$ cat src/common/pcp_pkg.sv
package pcp_pkg;
  // clock rate and timing
  localparam int unsigned CLK_HZ          = 40000000;
  localparam int unsigned LONG_PRESS_S    = 4;
  localparam int unsigned LONG_PRESS_CYC  = LONG_PRESS_S * CLK_HZ;
  localparam int unsigned IDLE_DEF_S      = 60;
  localparam int unsigned IDLE_DEF_CYC    = IDLE_DEF_S * CLK_HZ;
  localparam int unsigned FLASH_HALF_CYC  = CLK_HZ / 2;
  localparam int unsigned PULSES_PER_TURN = 50;
  // process image layout
  localparam int unsigned NUM_FKEYS    = 18;
  localparam int unsigned NUM_DKEYS    = 32;
  localparam int unsigned CNT_W        = 8;
  localparam logic [7:0]  CNT_RESET    = 8'h00;
  localparam int unsigned LOCK_LO_BIT  = 0;
  localparam int unsigned LOCK_HI_BIT  = 1;
  localparam int unsigned LBTN_IN_BIT  = 2;
  localparam int unsigned RBTN_IN_BIT  = 4;
  localparam int unsigned LBTN_OUT_BIT = 1;
  localparam int unsigned RBTN_OUT_BIT = 2;
  localparam logic [7:0]  BYTE_ZERO    = 8'h00;
  // power states, one-hot
  typedef enum logic [3:0] {
    PCP_OFF  = 4'h1,
    PCP_ON   = 4'h2,
    PCP_DIM  = 4'h4,
    PCP_DARK = 4'h8
  } pcp_state_t;
endpackage

$ cat src/rtl/pcp_panel.sv
`timescale 1ns/10ps
// What this block does
// - idle timeout steps on to dim to dark
// - dim lowers brightness; touch, or function key while a project runs, wakes
// - short press cycles off on dark on
// - four second hold terminates project, off
// - dark disables screen, function keys, wheel, buttons
// - power lamp off, steady, or flashing
// - dark state refuses wired network connections
// - function keys 1-18 packed into n..n+2
// - byte n+3 holds lock and button bits
// - controller output bytes drive key lamps
// - key pressed reads one; lamp lit on one
// - lock bits encode middle, clockwise, counter
// - button bits one while pressed; lamps steady
// - wheel counters zero after start-up
// - forward pulses n+4, backward n+5
// - counters wrap 255 to 0
// - fifty pulses per full turn
// - direct-key bits in bytes n+6..n+9
// - controls inert unless project running; direct keys always reported
module pcp_panel #(
  parameter int unsigned LONG_CYC  = pcp_pkg::LONG_PRESS_CYC,
  parameter int unsigned IDLE_CYC  = pcp_pkg::IDLE_DEF_CYC,
  parameter int unsigned FLASH_CYC = pcp_pkg::FLASH_HALF_CYC
) (
  input  wire logic        clk,
  input  wire logic        resetn,
  input  wire logic        power_button,
  input  wire logic        touch_activity,
  input  wire logic        project_running,
  input  wire logic        battery_ok,
  input  wire logic [17:0] fkey_in,
  input  wire logic        lock_low,
  input  wire logic        lock_high,
  input  wire logic        left_lamp_button,
  input  wire logic        right_lamp_button,
  input  wire logic        wheel_fwd_pulse,
  input  wire logic        wheel_bwd_pulse,
  input  wire logic [31:0] direct_keys_in,
  input  wire logic [7:0]  out_byte0,
  input  wire logic [7:0]  out_byte1,
  input  wire logic [7:0]  out_byte2,
  input  wire logic [7:0]  out_byte3,
  output logic [7:0]       in_byte0,
  output logic [7:0]       in_byte1,
  output logic [7:0]       in_byte2,
  output logic [7:0]       in_byte3,
  output logic [7:0]       in_byte4,
  output logic [7:0]       in_byte5,
  output logic [7:0]       in_byte6,
  output logic [7:0]       in_byte7,
  output logic [7:0]       in_byte8,
  output logic [7:0]       in_byte9,
  output logic [17:0]      fkey_lamp,
  output logic             left_lamp,
  output logic             right_lamp,
  output logic             power_indicator,
  output logic             charge_indicator,
  output logic             screen_on,
  output logic             screen_dim,
  output logic             controls_enable,
  output logic             net_accept,
  output logic             project_stop
);

  // elaboration checks on the timing counts
  if (LONG_CYC < 2) begin : g_bad_long
    $error("pcp_panel: long press count too small");
  end
  if (IDLE_CYC < 2) begin : g_bad_idle
    $error("pcp_panel: idle count too small");
  end
  if (FLASH_CYC < 1) begin : g_bad_flash
    $error("pcp_panel: flash count too small");
  end

  ////////////////////////////////////////////////////////////////////////
  // state record
  // one record, filled by one process and registered by another

  typedef struct packed {
    pcp_pkg::pcp_state_t st;
    logic [31:0]         hold_cnt;
    logic                long_done;
    logic                btn_prev;
    logic [31:0]         idle_cnt;
    logic [31:0]         flash_cnt;
    logic                flash;
    logic [7:0]          fwd_cnt;
    logic [7:0]          bwd_cnt;
    logic [79:0]         img;
    logic [17:0]         fkey_lamp;
    logic                left_lamp;
    logic                right_lamp;
    logic                pwr_led;
    logic                chg_led;
    logic                scr_on;
    logic                scr_dim;
    logic                ctl_en;
    logic                net_ok;
    logic                stop;
  } pcp_regs_t;

  pcp_regs_t r_r;
  pcp_regs_t r_nxt;

  // wrap-around eight-bit increment
  function automatic logic [7:0] pcp_wrap_inc(input logic [7:0] v);
    pcp_wrap_inc = v + 8'h01;
  endfunction

  // awake states, where the screen and controls may run
  function automatic logic pcp_awake(input pcp_pkg::pcp_state_t s);
    pcp_awake = (s == pcp_pkg::PCP_ON) || (s == pcp_pkg::PCP_DIM);
  endfunction

  ////////////////////////////////////////////////////////////////////////
  // next-state logic

  always_comb begin
    logic       powered;
    logic       active;
    logic       short_press;
    logic       ctl;
    logic [7:0] b3;
    // locals first, so no path leaves one unset
    powered     = 1'b0;
    active      = 1'b0;
    ctl         = 1'b0;
    b3          = pcp_pkg::BYTE_ZERO;
    // release before the hold limit is short
    short_press = r_r.btn_prev && !power_button && !r_r.long_done;
    r_nxt = r_r;
    r_nxt.stop = 1'b0;
    r_nxt.btn_prev = power_button;
    powered = (r_r.st != pcp_pkg::PCP_OFF);
    ctl = pcp_awake(r_r.st) && project_running;
    active = touch_activity || (ctl && (|fkey_in || left_lamp_button
             || right_lamp_button || wheel_fwd_pulse || wheel_bwd_pulse
             || lock_low || lock_high));

    // hold timer on the power button
    // a hold in off does nothing; its release counts as a short press
    if (power_button) begin
      if (r_r.hold_cnt < LONG_CYC) begin
        r_nxt.hold_cnt = r_r.hold_cnt + 32'h1;
      end
    end else begin
      r_nxt.hold_cnt  = '0;
      r_nxt.long_done = 1'b0;
    end

    // idle timer
    // saturates, so a long stay in dark cannot wrap into a false dim
    if (active || short_press) begin
      r_nxt.idle_cnt = '0;
    end else if (r_r.idle_cnt < IDLE_CYC) begin
      r_nxt.idle_cnt = r_r.idle_cnt + 32'h1;
    end

    // long hold forces off
    // long_done holds until release, so that release is no press
    if (power_button && !r_r.long_done && r_r.hold_cnt == LONG_CYC - 1
        && powered) begin
      r_nxt.st        = pcp_pkg::PCP_OFF;
      r_nxt.long_done = 1'b1;
      r_nxt.stop      = 1'b1;
    end else begin
      unique case (r_r.st)
        pcp_pkg::PCP_OFF: begin
          if (short_press) begin
            r_nxt.st = pcp_pkg::PCP_ON;
          end
        end
        pcp_pkg::PCP_ON: begin
          if (short_press) begin
            r_nxt.st = pcp_pkg::PCP_DARK;
          end else if (!active && r_r.idle_cnt == IDLE_CYC - 1) begin
            r_nxt.st       = pcp_pkg::PCP_DIM;
            r_nxt.idle_cnt = '0;
          end
        end
        pcp_pkg::PCP_DIM: begin
          if (short_press) begin
            r_nxt.st = pcp_pkg::PCP_DARK;
          end else if (touch_activity || (project_running && |fkey_in)) begin
            r_nxt.st = pcp_pkg::PCP_ON;
          end else if (r_r.idle_cnt == IDLE_CYC - 1) begin
            r_nxt.st = pcp_pkg::PCP_DARK;
          end
        end
        pcp_pkg::PCP_DARK: begin
          if (short_press) begin
            r_nxt.st = pcp_pkg::PCP_ON;
          end
        end
      endcase
    end

    // flash divider for the power lamp
    // free-running, so the dark blink may start at any phase
    if (r_r.flash_cnt >= FLASH_CYC - 1) begin
      r_nxt.flash_cnt = '0;
      r_nxt.flash     = ~r_r.flash;
    end else begin
      r_nxt.flash_cnt = r_r.flash_cnt + 32'h1;
    end

    // wheel counters, one count per pulse
    // pulses while dark or without a project are dropped
    if (ctl && wheel_fwd_pulse) begin
      r_nxt.fwd_cnt = pcp_wrap_inc(r_r.fwd_cnt);
    end
    if (ctl && wheel_bwd_pulse) begin
      r_nxt.bwd_cnt = pcp_wrap_inc(r_r.bwd_cnt);
    end

    b3[pcp_pkg::LOCK_LO_BIT] = lock_low;
    b3[pcp_pkg::LOCK_HI_BIT] = lock_high;
    b3[pcp_pkg::LBTN_IN_BIT] = left_lamp_button;
    b3[pcp_pkg::RBTN_IN_BIT] = right_lamp_button;
    // controls report nothing unless running and awake
    if (!ctl) begin
      b3 = pcp_pkg::BYTE_ZERO;
    end
    // process image
    // wheel counts enter the image in the cycle they change
    r_nxt.img = {direct_keys_in, r_nxt.bwd_cnt, r_nxt.fwd_cnt, b3,
                 6'h00, (ctl ? fkey_in : 18'h00000)};

    // lamps from controller bytes
    // other controller bits are never looked at
    r_nxt.fkey_lamp  = ctl ? {out_byte2[1:0], out_byte1, out_byte0}
                           : 18'h00000;
    r_nxt.left_lamp  = ctl && out_byte3[pcp_pkg::LBTN_OUT_BIT];
    r_nxt.right_lamp = ctl && out_byte3[pcp_pkg::RBTN_OUT_BIT];

    unique case (r_nxt.st)
      pcp_pkg::PCP_OFF:  r_nxt.pwr_led = 1'b0;
      pcp_pkg::PCP_DARK: r_nxt.pwr_led = r_nxt.flash;
      pcp_pkg::PCP_ON:   r_nxt.pwr_led = 1'b1;
      pcp_pkg::PCP_DIM:  r_nxt.pwr_led = 1'b1;
    endcase
    r_nxt.chg_led = (r_nxt.st != pcp_pkg::PCP_OFF) && battery_ok;
    r_nxt.scr_on  = pcp_awake(r_nxt.st);
    r_nxt.scr_dim = (r_nxt.st == pcp_pkg::PCP_DIM);
    r_nxt.ctl_en  = r_nxt.scr_on && project_running;
    // no network in dark
    // follows the screen, so refused in off as well
    r_nxt.net_ok  = r_nxt.scr_on;
  end

  ////////////////////////////////////////////////////////////////////////
  // register
  // one synchronous reset clears the record and loads PCP_OFF into the state

  always_ff @(posedge clk) begin
    if (!resetn) begin
      r_r    <= '0;
      r_r.st <= pcp_pkg::PCP_OFF;
    end else begin
      r_r <= r_nxt;
    end
  end

  ////////////////////////////////////////////////////////////////////////
  // outputs
  // every port is a plain slice of the registered record

  assign in_byte0         = r_r.img[7:0];
  assign in_byte1         = r_r.img[15:8];
  assign in_byte2         = r_r.img[23:16];
  assign in_byte3         = r_r.img[31:24];
  assign in_byte4         = r_r.img[39:32];
  assign in_byte5         = r_r.img[47:40];
  assign in_byte6         = r_r.img[55:48];
  assign in_byte7         = r_r.img[63:56];
  assign in_byte8         = r_r.img[71:64];
  assign in_byte9         = r_r.img[79:72];
  assign fkey_lamp        = r_r.fkey_lamp;
  assign left_lamp        = r_r.left_lamp;
  assign right_lamp       = r_r.right_lamp;
  assign power_indicator  = r_r.pwr_led;
  assign charge_indicator = r_r.chg_led;
  assign screen_on        = r_r.scr_on;
  assign screen_dim       = r_r.scr_dim;
  assign controls_enable  = r_r.ctl_en;
  assign net_accept       = r_r.net_ok;
  assign project_stop     = r_r.stop;

endmodule

$ cat config.mk
export PLATFORM = sky130hd
export DESIGN_NAME = pcp_panel
export DESIGN_NICKNAME = d
export VERILOG_FILES = /design/src/common/pcp_pkg.sv /design/src/rtl/pcp_panel.sv
export SDC_FILE = /design/constraint.sdc
export NUM_CORES = 1
export LEC_CHECK = 0
export BUFFER_PORTS_ARGS = -buffer_cell sky130_fd_sc_hd__buf_2
export CORE_ASPECT_RATIO = 0.7
export CORE_UTILIZATION = 48
export DETAILED_ROUTE_END_ITERATION = 12
export PLACE_DENSITY = 0.74
export SLEW_MARGIN = 20
export SYNTH_ARGS = -nofsm -noshare
export SYNTH_HDL_FRONTEND = slang
export SYNTH_SLANG_ARGS = --single-unit
$ cat constraint.sdc
create_clock -name clk -period 2.85 [get_ports clk]
set_clock_uncertainty 0.2 [all_clocks]
set_input_delay 0.285 -clock clk [delete_from_list [all_inputs] [get_ports clk]]
set_output_delay 0.285 -clock clk [all_outputs]
set_load 0.01 [all_outputs]
# [After elaboration in Yosys (flattened, before gate mapping)]
# Cells that the tools add are included.
[totals] out_inout_bits=107 ff_bits=225 inputBits=94
[classes] reduce_logical=35 add_sub_neg=5 n_bitwise=2 magnitude_cmp=3 n_eq_ne=13 mux=21
[ops] operator="$mux 32" n=6
[ops] operator="$add 32x1->32 const B" n=3
[ops] operator="$eq 32x28->1 const B" n=1
[ops] operator="$eq 32x32->1 const B" n=1
[ops] operator="$ge 32x25->1 const B" n=1
[ops] operator="$lt 32x28->1 const B" n=1
[ops] operator="$lt 32x32->1 const B" n=1
[ops] operator="$mux 4" n=7
[ops] operator="$reduce_or 18->1" n=1
[ops] operator="$add 8x1->8 const B" n=2
[ops] operator="$mux 8" n=2
[ops] operator="$logic_and 1x1->1" n=15
[ops] operator="$pmux 4 s3" n=1
[ops] operator="$logic_or 1x1->1" n=11
[ops] operator="$eq 4x1->1 const B" n=2
[ops] operator="$eq 4x2->1 const B" n=2
[ops] operator="$eq 4x3->1 const B" n=2
[ops] operator="$eq 4x4->1 const B" n=2
[ops] operator="$ne 4x1->1 const B" n=2
[ops] operator="$reduce_or 2->1" n=3
[ops] operator="$mux 1" n=4
[ops] operator="$reduce_and 2->1" n=2
[ops] operator="$logic_not 1->1" n=3
[ops] operator="$pmux 1 s3" n=1
[ops] operator="2 further kinds" n=3

# [Depth between registers and ports, before layout]
# Gate-level depths: netlist (run 1).
[logic_depth] word_depth=18 depth_mapped=10 mapped_depth_nobuf=9

# [Least setup slack after synthesis (run 1)]
# Ideal clock, no wire load.
[synth_path] kind="reg-to-reg" start="register r_r[178] in the netlist's numbering" end="register r_r, in the netlist controls_enable" setup_slack_ns=0.228 stages_incl_launch_ff=9 period_less_slack_ns=2.622 n_path_buf=0 setup_time_ns=0.073 t_required_ns=2.577 t_arrival_ns=2.349 cell_sequence="dfxtp_1 or4_4 nor4_4 nand4b_2 or3_1 a21oi_2 nand2_2 or2_4 nor3b_2"
[synth_via] elab_chain_cells=9
[synth_rtl] element="from (decl)" line_no="pcp_panel.sv:105" source="pcp_regs_t r_r;"
[synth_rtl] element="from (signal assigned)" line_no="pcp_panel.sv:263" source="r_r <= r_nxt;"
[synth_rtl] element="$eq 32x32->1 (*)" line_no="pcp_panel.sv:179, pcp_panel.sv:189"
[synth_rtl] element="$mux 4 or $logic_and 1x1->1 (tied branches)" line_no="pcp_panel.sv:189, pcp_panel.sv:179"
[synth_rtl] element="$mux 4 (on tied branches)" line_no="pcp_panel.sv:187, pcp_panel.sv:179"
[synth_rtl] element="$mux 4 (on tied branches)" line_no="pcp_panel.sv:185, pcp_panel.sv:177"
[synth_rtl] element="$pmux 4 s3 (*)" line_no="pcp_panel.sv:170" source="unique case (r_r.st)"
[synth_rtl] element="$mux 4 (*)" line_no="pcp_panel.sv:164" source="if (power_button && !r_r.long_done && r_r.hold_cnt == LONG_CYC - 1"
[synth_rtl] element="$eq 4x2->1 or $eq 4x3->1 (tied branches)" line_no="pcp_panel.sv:115" source="pcp_awake = (s == pcp_pkg::PCP_ON) || (s == pcp_pkg::PCP_DIM);"
[synth_rtl] element="$logic_or 1x1->1 (*)" line_no="pcp_panel.sv:115"
[synth_rtl] element="$logic_and 1x1->1 (*)" line_no="pcp_panel.sv:248" source="r_nxt.ctl_en = r_nxt.scr_on && project_running;"
# Mark *: on every way between the ends. The rest lies on a longest branch, timed or not.
# A chain may end at the register's enable or synchronous reset.

# [Worst setup path after layout (run 1)]
[layout_path] start="register r_r[178] in the netlist's numbering" end="register r_r, in the netlist screen_dim"
[layout_via] elab_chain_cells=7
[layout_rtl] element="$eq 32x32->1 (*)" line_no="pcp_panel.sv:179, pcp_panel.sv:189"
[layout_rtl] element="$mux 4 or $logic_and 1x1->1 (tied branches)" line_no="pcp_panel.sv:189, pcp_panel.sv:179"
[layout_rtl] element="$mux 4 (on tied branches)" line_no="pcp_panel.sv:187, pcp_panel.sv:179"
[layout_rtl] element="$mux 4 (on tied branches)" line_no="pcp_panel.sv:185, pcp_panel.sv:177"
[layout_rtl] element="$pmux 4 s3 (*)" line_no="pcp_panel.sv:170"
[layout_rtl] element="$mux 4 (*)" line_no="pcp_panel.sv:164"
[layout_rtl] element="$eq 4x3->1 (*)" line_no="pcp_panel.sv:247" source="r_nxt.scr_dim = (r_nxt.st == pcp_pkg::PCP_DIM);"
# Marks and branches as above.

==> results of run 1 <==
==> flip-flops by register name (all words and copies together), names as in the netlist, 4 cells and up <==
signal     cells
in_byte6       8
in_byte1       8
in_byte9       8
in_byte3       4
r_r          117
in_byte0       8
in_byte8       8
in_byte7       8
fkey_lamp     18
==> power breakdown <==
group	leakage [nW]	total (mW)	internal (mW)	switching, mW
clock	0.299	2.46	1.21	1.26
combinational	2.61	0.359	0.187	0.172
sequential	1.62	2.84	2.82	0.0176
==> cell type report <==
class / instances / area (um^2) / area share
Tap cell: 225 / 281.5 / 0.02740
Sequential cell: 199 / 3984 / 0.3878
Clock buffer: 17 / 425.4 / 0.04141
Multi-Input combinational cell: 577 / 3481 / 0.3388
Inverter: 6 / 22.52 / 0.002192
Timing Repair Buffer: 284 / 1892 / 0.1841
Clock inverter: 15 / 187.7 / 0.01827
==> cell families after synthesis <==
kind of cell    synth area share
compound gates           0.03776
xor+xnor                 0.09485
fa+ha+maj               0.007613
buf+inv                   0.1083
flops                     0.4848
mux                     0.004872
other cells            0.0004563
simple gates              0.2614
==> worst register-to-register path, stage by stage (launching register included) <==
cell and delay, ps:
dfxtp_1 330, or4_4 560, nor4_4 250, nand4b_4 210, or3_1 450, nand3_1 110
a21oi_1 130, or2_4 310, nor3b_2 150
==> layout by cell type (no fill, tap or decap), types with 3 or more instances in the layout <==
cell type,instances
a21oi_1,13
a31oi_1,6
and2_1,36
and3_1,67
and4_1,7
buf_2,178
buf_4,28
clkbuf_16,17
clkinv_8,5
conb_1,17
dfxtp_1,199
dlygate4sd3_1,77
ha_1,5
inv_1,6
inv_6,4
inv_8,3
mux2i_1,4
nand2_1,60
nand3_1,35
nand4_1,20
nor2_1,124
nor2b_1,4
nor3_1,10
nor3b_1,3
nor4_1,9
o21a_1,3
o21ai_0,11
o31ai_1,3
or3_1,12
xnor2_1,32
xor2_1,57
==> worst paths after layout <==
kind | endpoint | cells after the start
setup / recovery | screen_dim$_SDFF_PN0_ | 8
hold / removal | project_stop$_SDFF_PN0_ | 3
setup reg to reg | screen_dim$_SDFF_PN0_ | 8
hold reg to reg | r_r[124]$_SDFF_PP0_ | 1
==> metal layers <==
metal | up-vias | global-route usage
li1 | 3250 | -
met1 | 3029 | 0.2674
met2 | 185 | 0.3708
met3 | 46 | 0.05411
met4 | 0 | 0.08269
met5 | - | 0
==> repair_timing <==
| item | in CTS | in global routing |
|---|---|---|
| buffers inserted | 0 | 2 |
| pin swaps | 1 | 5 |
| resized for setup | 2 | 9 |
| hold buffers | 77 | 0 |
| hold endpoints to repair | 80 | 0 |
| endpoints found under the setup margin | 4 | 11 |
==> results.toml, run 1 <==
[floorplan]
core_mm2 = 0.01654
die_y_um = 111.5
io_pins = 201
initial_core_util = 0.4968
std_cell_rows = 39
die-width_um = 158.4
die_area_mm2 = 0.01766

[worst_setup_path]
startpoint = "r_r[178]$_SDFF_PN0_"
critPathBufInv = 0
worst-setup-path-type = "register to register"
critPathSlowestCell = "or4_4"
path_max_fanout = 6
crit_path_max_incr_delay_ps = 560
r2r-start = "r_r[178]$_SDFF_PN0_"
endpoint_kind = "register"
crit_family = "simple AND/OR/NAND/NOR gates"
crit_chain = "or4_4, nor4_4, nand4b_4, or3_1, nand3_1, a21oi_1, or2_4, nor3b_2"
r2r_setup_slack_ps = 80
critPathLaunchType = "register"
critPathRequiredTime_ps = 3020
arrival_ps = 2930

[cells_and_area]
finish.instance_area_mm2 = 0.01027
n_fill_cell = 1279
utilization = 0.6211
nets = 1184
num_antenna_cells = 0
fin_cells = 1323
area_growth_pct = 25.02
layout-drive-gt1-share = 0.2359

[status]
status = "complete, no violations"

[placed_design]
portBuffers = 178
dp_slack_ps = -5.890
gp_congestion = 0.8597
post-dp-hpwl_mm = 11.63
dp_cells = 1212
placed_area_mm2 = 0.008811

[route]
met1Wirelength_mm = 8.688
drc = 0
initialDrtViolationCount = 344
dr_wl_met3_mm = 1.035
dr_wl_met2_mm = 9.281
antenna_left = 0
topRoutingLayerUsed = "met4"
viasPerCell = 4.921
drtPass1Iterations = 5
vias = 6510
routedWlPerCell_um = 14.74
routed_wl_mm = 19.50

[timing]
finalCriticalPeriod_ps = 2765
timing.final.crit_share = 0.9703
fin_ws_ps = 84.52
slew_viol_final = 0
rsz0062_at_grt = "yes"
clock.fmax_mhz = 361.6
whs_ps = 42.77
relSlewSlack = 0.5861
hold_viol_final = 0
setup_viol = 0
tns_ps = 0
worst_slew_pin_slew_ps = 615.2

[yosys]
yosys_warnings = 0
async_flop_share = 0
synth.most_common_cell = "dfxtp_1"
synth_top_flop_cell = "dfxtp_1"
synth_top_area_frac = 0.4848
synth.avg_cell_area_um2 = 9.162
synth_cells = 897
ys_top_cells_by_area = "dfxtp_1 48%, buf_4 9.0%, xor2_1 6.1%, nor2_1 5.7%, and3_1 5.1%"
synthesis.area_mm2 = 0.008218
yosysUniqueCellTypes = 54
synth_common_cells = "199 x dfxtp_1, 125 x nor2_1, 99 x buf_4"
ys_ff_latch = 199
synth_edf_count = 0
synth-seq-area-share = 0.4848
yosysTopAreaCell = "dfxtp_1"

[power_and_ir_drop]
vdd_drop_max_mv = 0.3745
p_leak_nw = 4.527
power.total_mw = 5.659
p_per_area_mw_per_mm2 = 550.9

[global_routing]
grtUsageTotal = 0.2192
grt_max_degree = 45
grt_pass1_vias = 6220
grt_remaining_overflow = 0
grt_pass1_wl_mm = 30.38
antenna_found_initial = 0

[clocking]
cts_sinks = 199
clkLatencyLatePin_ps = 450
cts_tree = "done"
clockBufferDepth = 2
ctsHtreeMaxLevel = 4
numCtsBuffers = 17
cts.clk_slew.worst_paths_ps = 80
root_buffer = "clkbuf_16"

[job]
drv_cap = 0

[worst_hold_path]
hp-class = "input port to register"
hold_start = "resetn"
(Power assumes the default switching activity.)
==> run 2: changes to the inputs <==
--- a/config.mk
+++ b/config.mk
@@ -7,9 +7,9 @@
 export LEC_CHECK = 0
 export BUFFER_PORTS_ARGS = -buffer_cell sky130_fd_sc_hd__buf_2
 export CORE_ASPECT_RATIO = 0.7
-export CORE_UTILIZATION = 48
+export CORE_UTILIZATION = 57
 export DETAILED_ROUTE_END_ITERATION = 12
-export PLACE_DENSITY = 0.74
+export PLACE_DENSITY = 0.82
 export SLEW_MARGIN = 20
 export SYNTH_ARGS = -nofsm -noshare
 export SYNTH_HDL_FRONTEND = slang
==> constraint.sdc (replaced) <==
create_clock -name clk -period 3.35 [get_ports clk]
set_clock_uncertainty 0.2 [all_clocks]
set_input_delay 0.335 -clock clk [delete_from_list [all_inputs] [get_ports clk]]
set_output_delay 0.335 -clock clk [all_outputs]
set_load 0.01 [all_outputs]
==> results.toml, run 2 (synthesis results as in run 1) <==
[cells_and_area]
regMostFlops = "r_r"
nets = 1162
utilization = 0.7153
area_growth_pct = 21.92
n_fill_cell = 913
final_common_cell = "dfxtp_1"
layout-drive-gt1-share = 0.2156
finish.instance_area_mm2 = 0.01002
largest_reg_flops = 117
layout_common_cells = "199 x dfxtp_1, 178 x buf_2, 125 x nor2_1, 76 x dlygate4sd3_1, 67 x and3_1"
fin_cells = 1267

[clocking]
clkLatencyLatePin_ps = 440
hold_buffers = 76
numCtsBuffers = 17
clockBufferDepth = 2
cts_tree = "done"
cts_repair_resize_count = 0
post-cts-setup-buffer-count = 0
ctsHtreeMaxLevel = 4
root_buffer = "clkbuf_16"
cts.clk_slew.worst_paths_ps = 80
cts_sinks = 199

[worst_hold_path]
hp-class = "input port to register"
hold_depth = 2
hold_start = "power_button"
hold_end = "r_r[220]$_SDFFE_PN0N_"

[worst_setup_path]
crit_chain = "xnor2_1, nor4b_4, buf_4, and2_0, and3_1, and3_1, nand4_1, xor2_1, nor2_1"
reg2reg_depth = 9
endpoint_kind = "register"
worst-setup-path-type = "register to register"
path_common_cell = "and3_1"
critPathBufInv = 1
r2r-end = "in_byte4[7]$_SDFFE_PN0P_"
crit_path_max_incr_delay_ps = 540
startpoint = "r_r[223]$_SDFF_PN0_"
critPathSlowestCell = "dfxtp_1"
crit_family = "simple AND/OR/NAND/NOR gates"
path_max_fanout = 15
critPathLaunchType = "register"
r2r-start = "r_r[223]$_SDFF_PN0_"
arrival_ps = 3170
critPathRequiredTime_ps = 3440
r2r_setup_slack_ps = 260

[global_routing]
grt_remaining_overflow = 0
grt_max_degree = 72
antenna_found_initial = 1
grt_pass1_vias = 6470
grt_pass1_wl_mm = 33.71
grtUsageTotal = 0.2882

[job]
drv_cap = 0

[timing]
timing.final.crit_share = 0.9218
tns_ps = 0
finalCriticalPeriod_ps = 3088
worst_slew_pin_slew_ps = 829.8
hold_viol_final = 0
clock.fmax_mhz = 323.8
relSlewSlack = 0.4455
slew_viol_final = 0
rsz0062_at_grt = "no"
setup_viol = 0

[route]
initialDrtViolationCount = 572
antenna_left = 0
vias = 6885
drc = 0
routed_wl_mm = 22.42
drtPass1Iterations = 6
routedWlPerCell_um = 17.69
viasPerCell = 5.434

[floorplan]
std_cell_rows = 36
initial_core_util = 0.5866
io_pins = 201
core_mm2 = 0.01401
die_y_um = 102.5
die-width_um = 145.5
die_area_mm2 = 0.01491

[placed_design]
portBuffers = 178
placed_area_mm2 = 0.008612
dp_cells = 1158
post-dp-hpwl_mm = 11.83
gp_congestion = 0.8574

[power_and_ir_drop]
power.share.switching = 0.2417
p_per_area_mw_per_mm2 = 489.4
comb_power_share = 0.059
power.internal_mw = 3.719
power.switching_mw = 1.185
vdd_drop_max_mv = 0.3752
seqPwrFrac = 0.493
p_leak_nw = 4.401
p_clk_frac = 0.448

[status]
status = "complete, no violations"
[run 2: how the worst max path moves through the flow]
stage,cells past startpoint,slack [ps],end
floorplan,8,730,controls_enable$_SDFF_PN0_
global placement,8,500,r_r[211]$_SDFFE_PN0N_
detailed placement,8,390,r_r[211]$_SDFFE_PN0N_
CTS,8,360,r_r[211]$_SDFFE_PN0N_
global route,9,120,in_byte4[7]$_SDFFE_PN0P_
finish,9,260,in_byte4[7]$_SDFFE_PN0P_
[run 2: area by class of cell]
| class | instances | area, um^2 | share of cell area |
|---|---|---|---|
| Sequential cell | 199 | 3984 | 0.3976 |
| Multi-Input combinational cell | 577 | 3417 | 0.3410 |
| Inverter | 6 | 22.52 | 0.002248 |
| Tap cell | 190 | 237.7 | 0.02373 |
| Antenna cell | 1 | 2.502 | 0.0002498 |
| Timing Repair Buffer | 262 | 1712 | 0.1708 |
| Clock inverter | 14 | 205.2 | 0.02048 |
| Clock buffer | 18 | 439.2 | 0.04383 |
[run 2: metrics by stage]
step	setup WS [ps]	total power, mW	hold WS, ps
2_1_floorplan	728.0	2.605	204.1
3_5_place_dp	394.5	2.669	261.1
4_1_cts	357.7	4.891	20.41
5_1_grt	121.0	5.035	44.67
6_report	261.9	4.904	29.63
3_3_place_gp	497.4	2.664	243.5
[run 2: routing by layer]
layer  vias to the layer above  GRT usage  share of wire
li1                       3209          -              -
met1                      3198     0.3545           0.41
met2                       409     0.4822           0.47
met3                        69    0.06964          0.085
met4                         0     0.1425          0.036
met5                         -          0              0
[run 2: worst register-to-register path, stage by stage (launching register included)]
cell and delay (ps):
dfxtp_1 540, xnor2_1 170, nor4b_4 490, buf_4 300, and2_0 330, and3_1 290, and3_1 220, nand4_1 150
xor2_1 170, nor2_1 70
[run 2: power by group through the flow]
stage	logic [mW]	clock network, mW	registers (mW)
detailed placement	0.199	0	2.47
global route	0.310	2.31	2.42
CTS	0.272	2.20	2.41
floorplan	0.141	0	2.46
finish	0.291	2.19	2.42
global placement	0.195	0	2.47
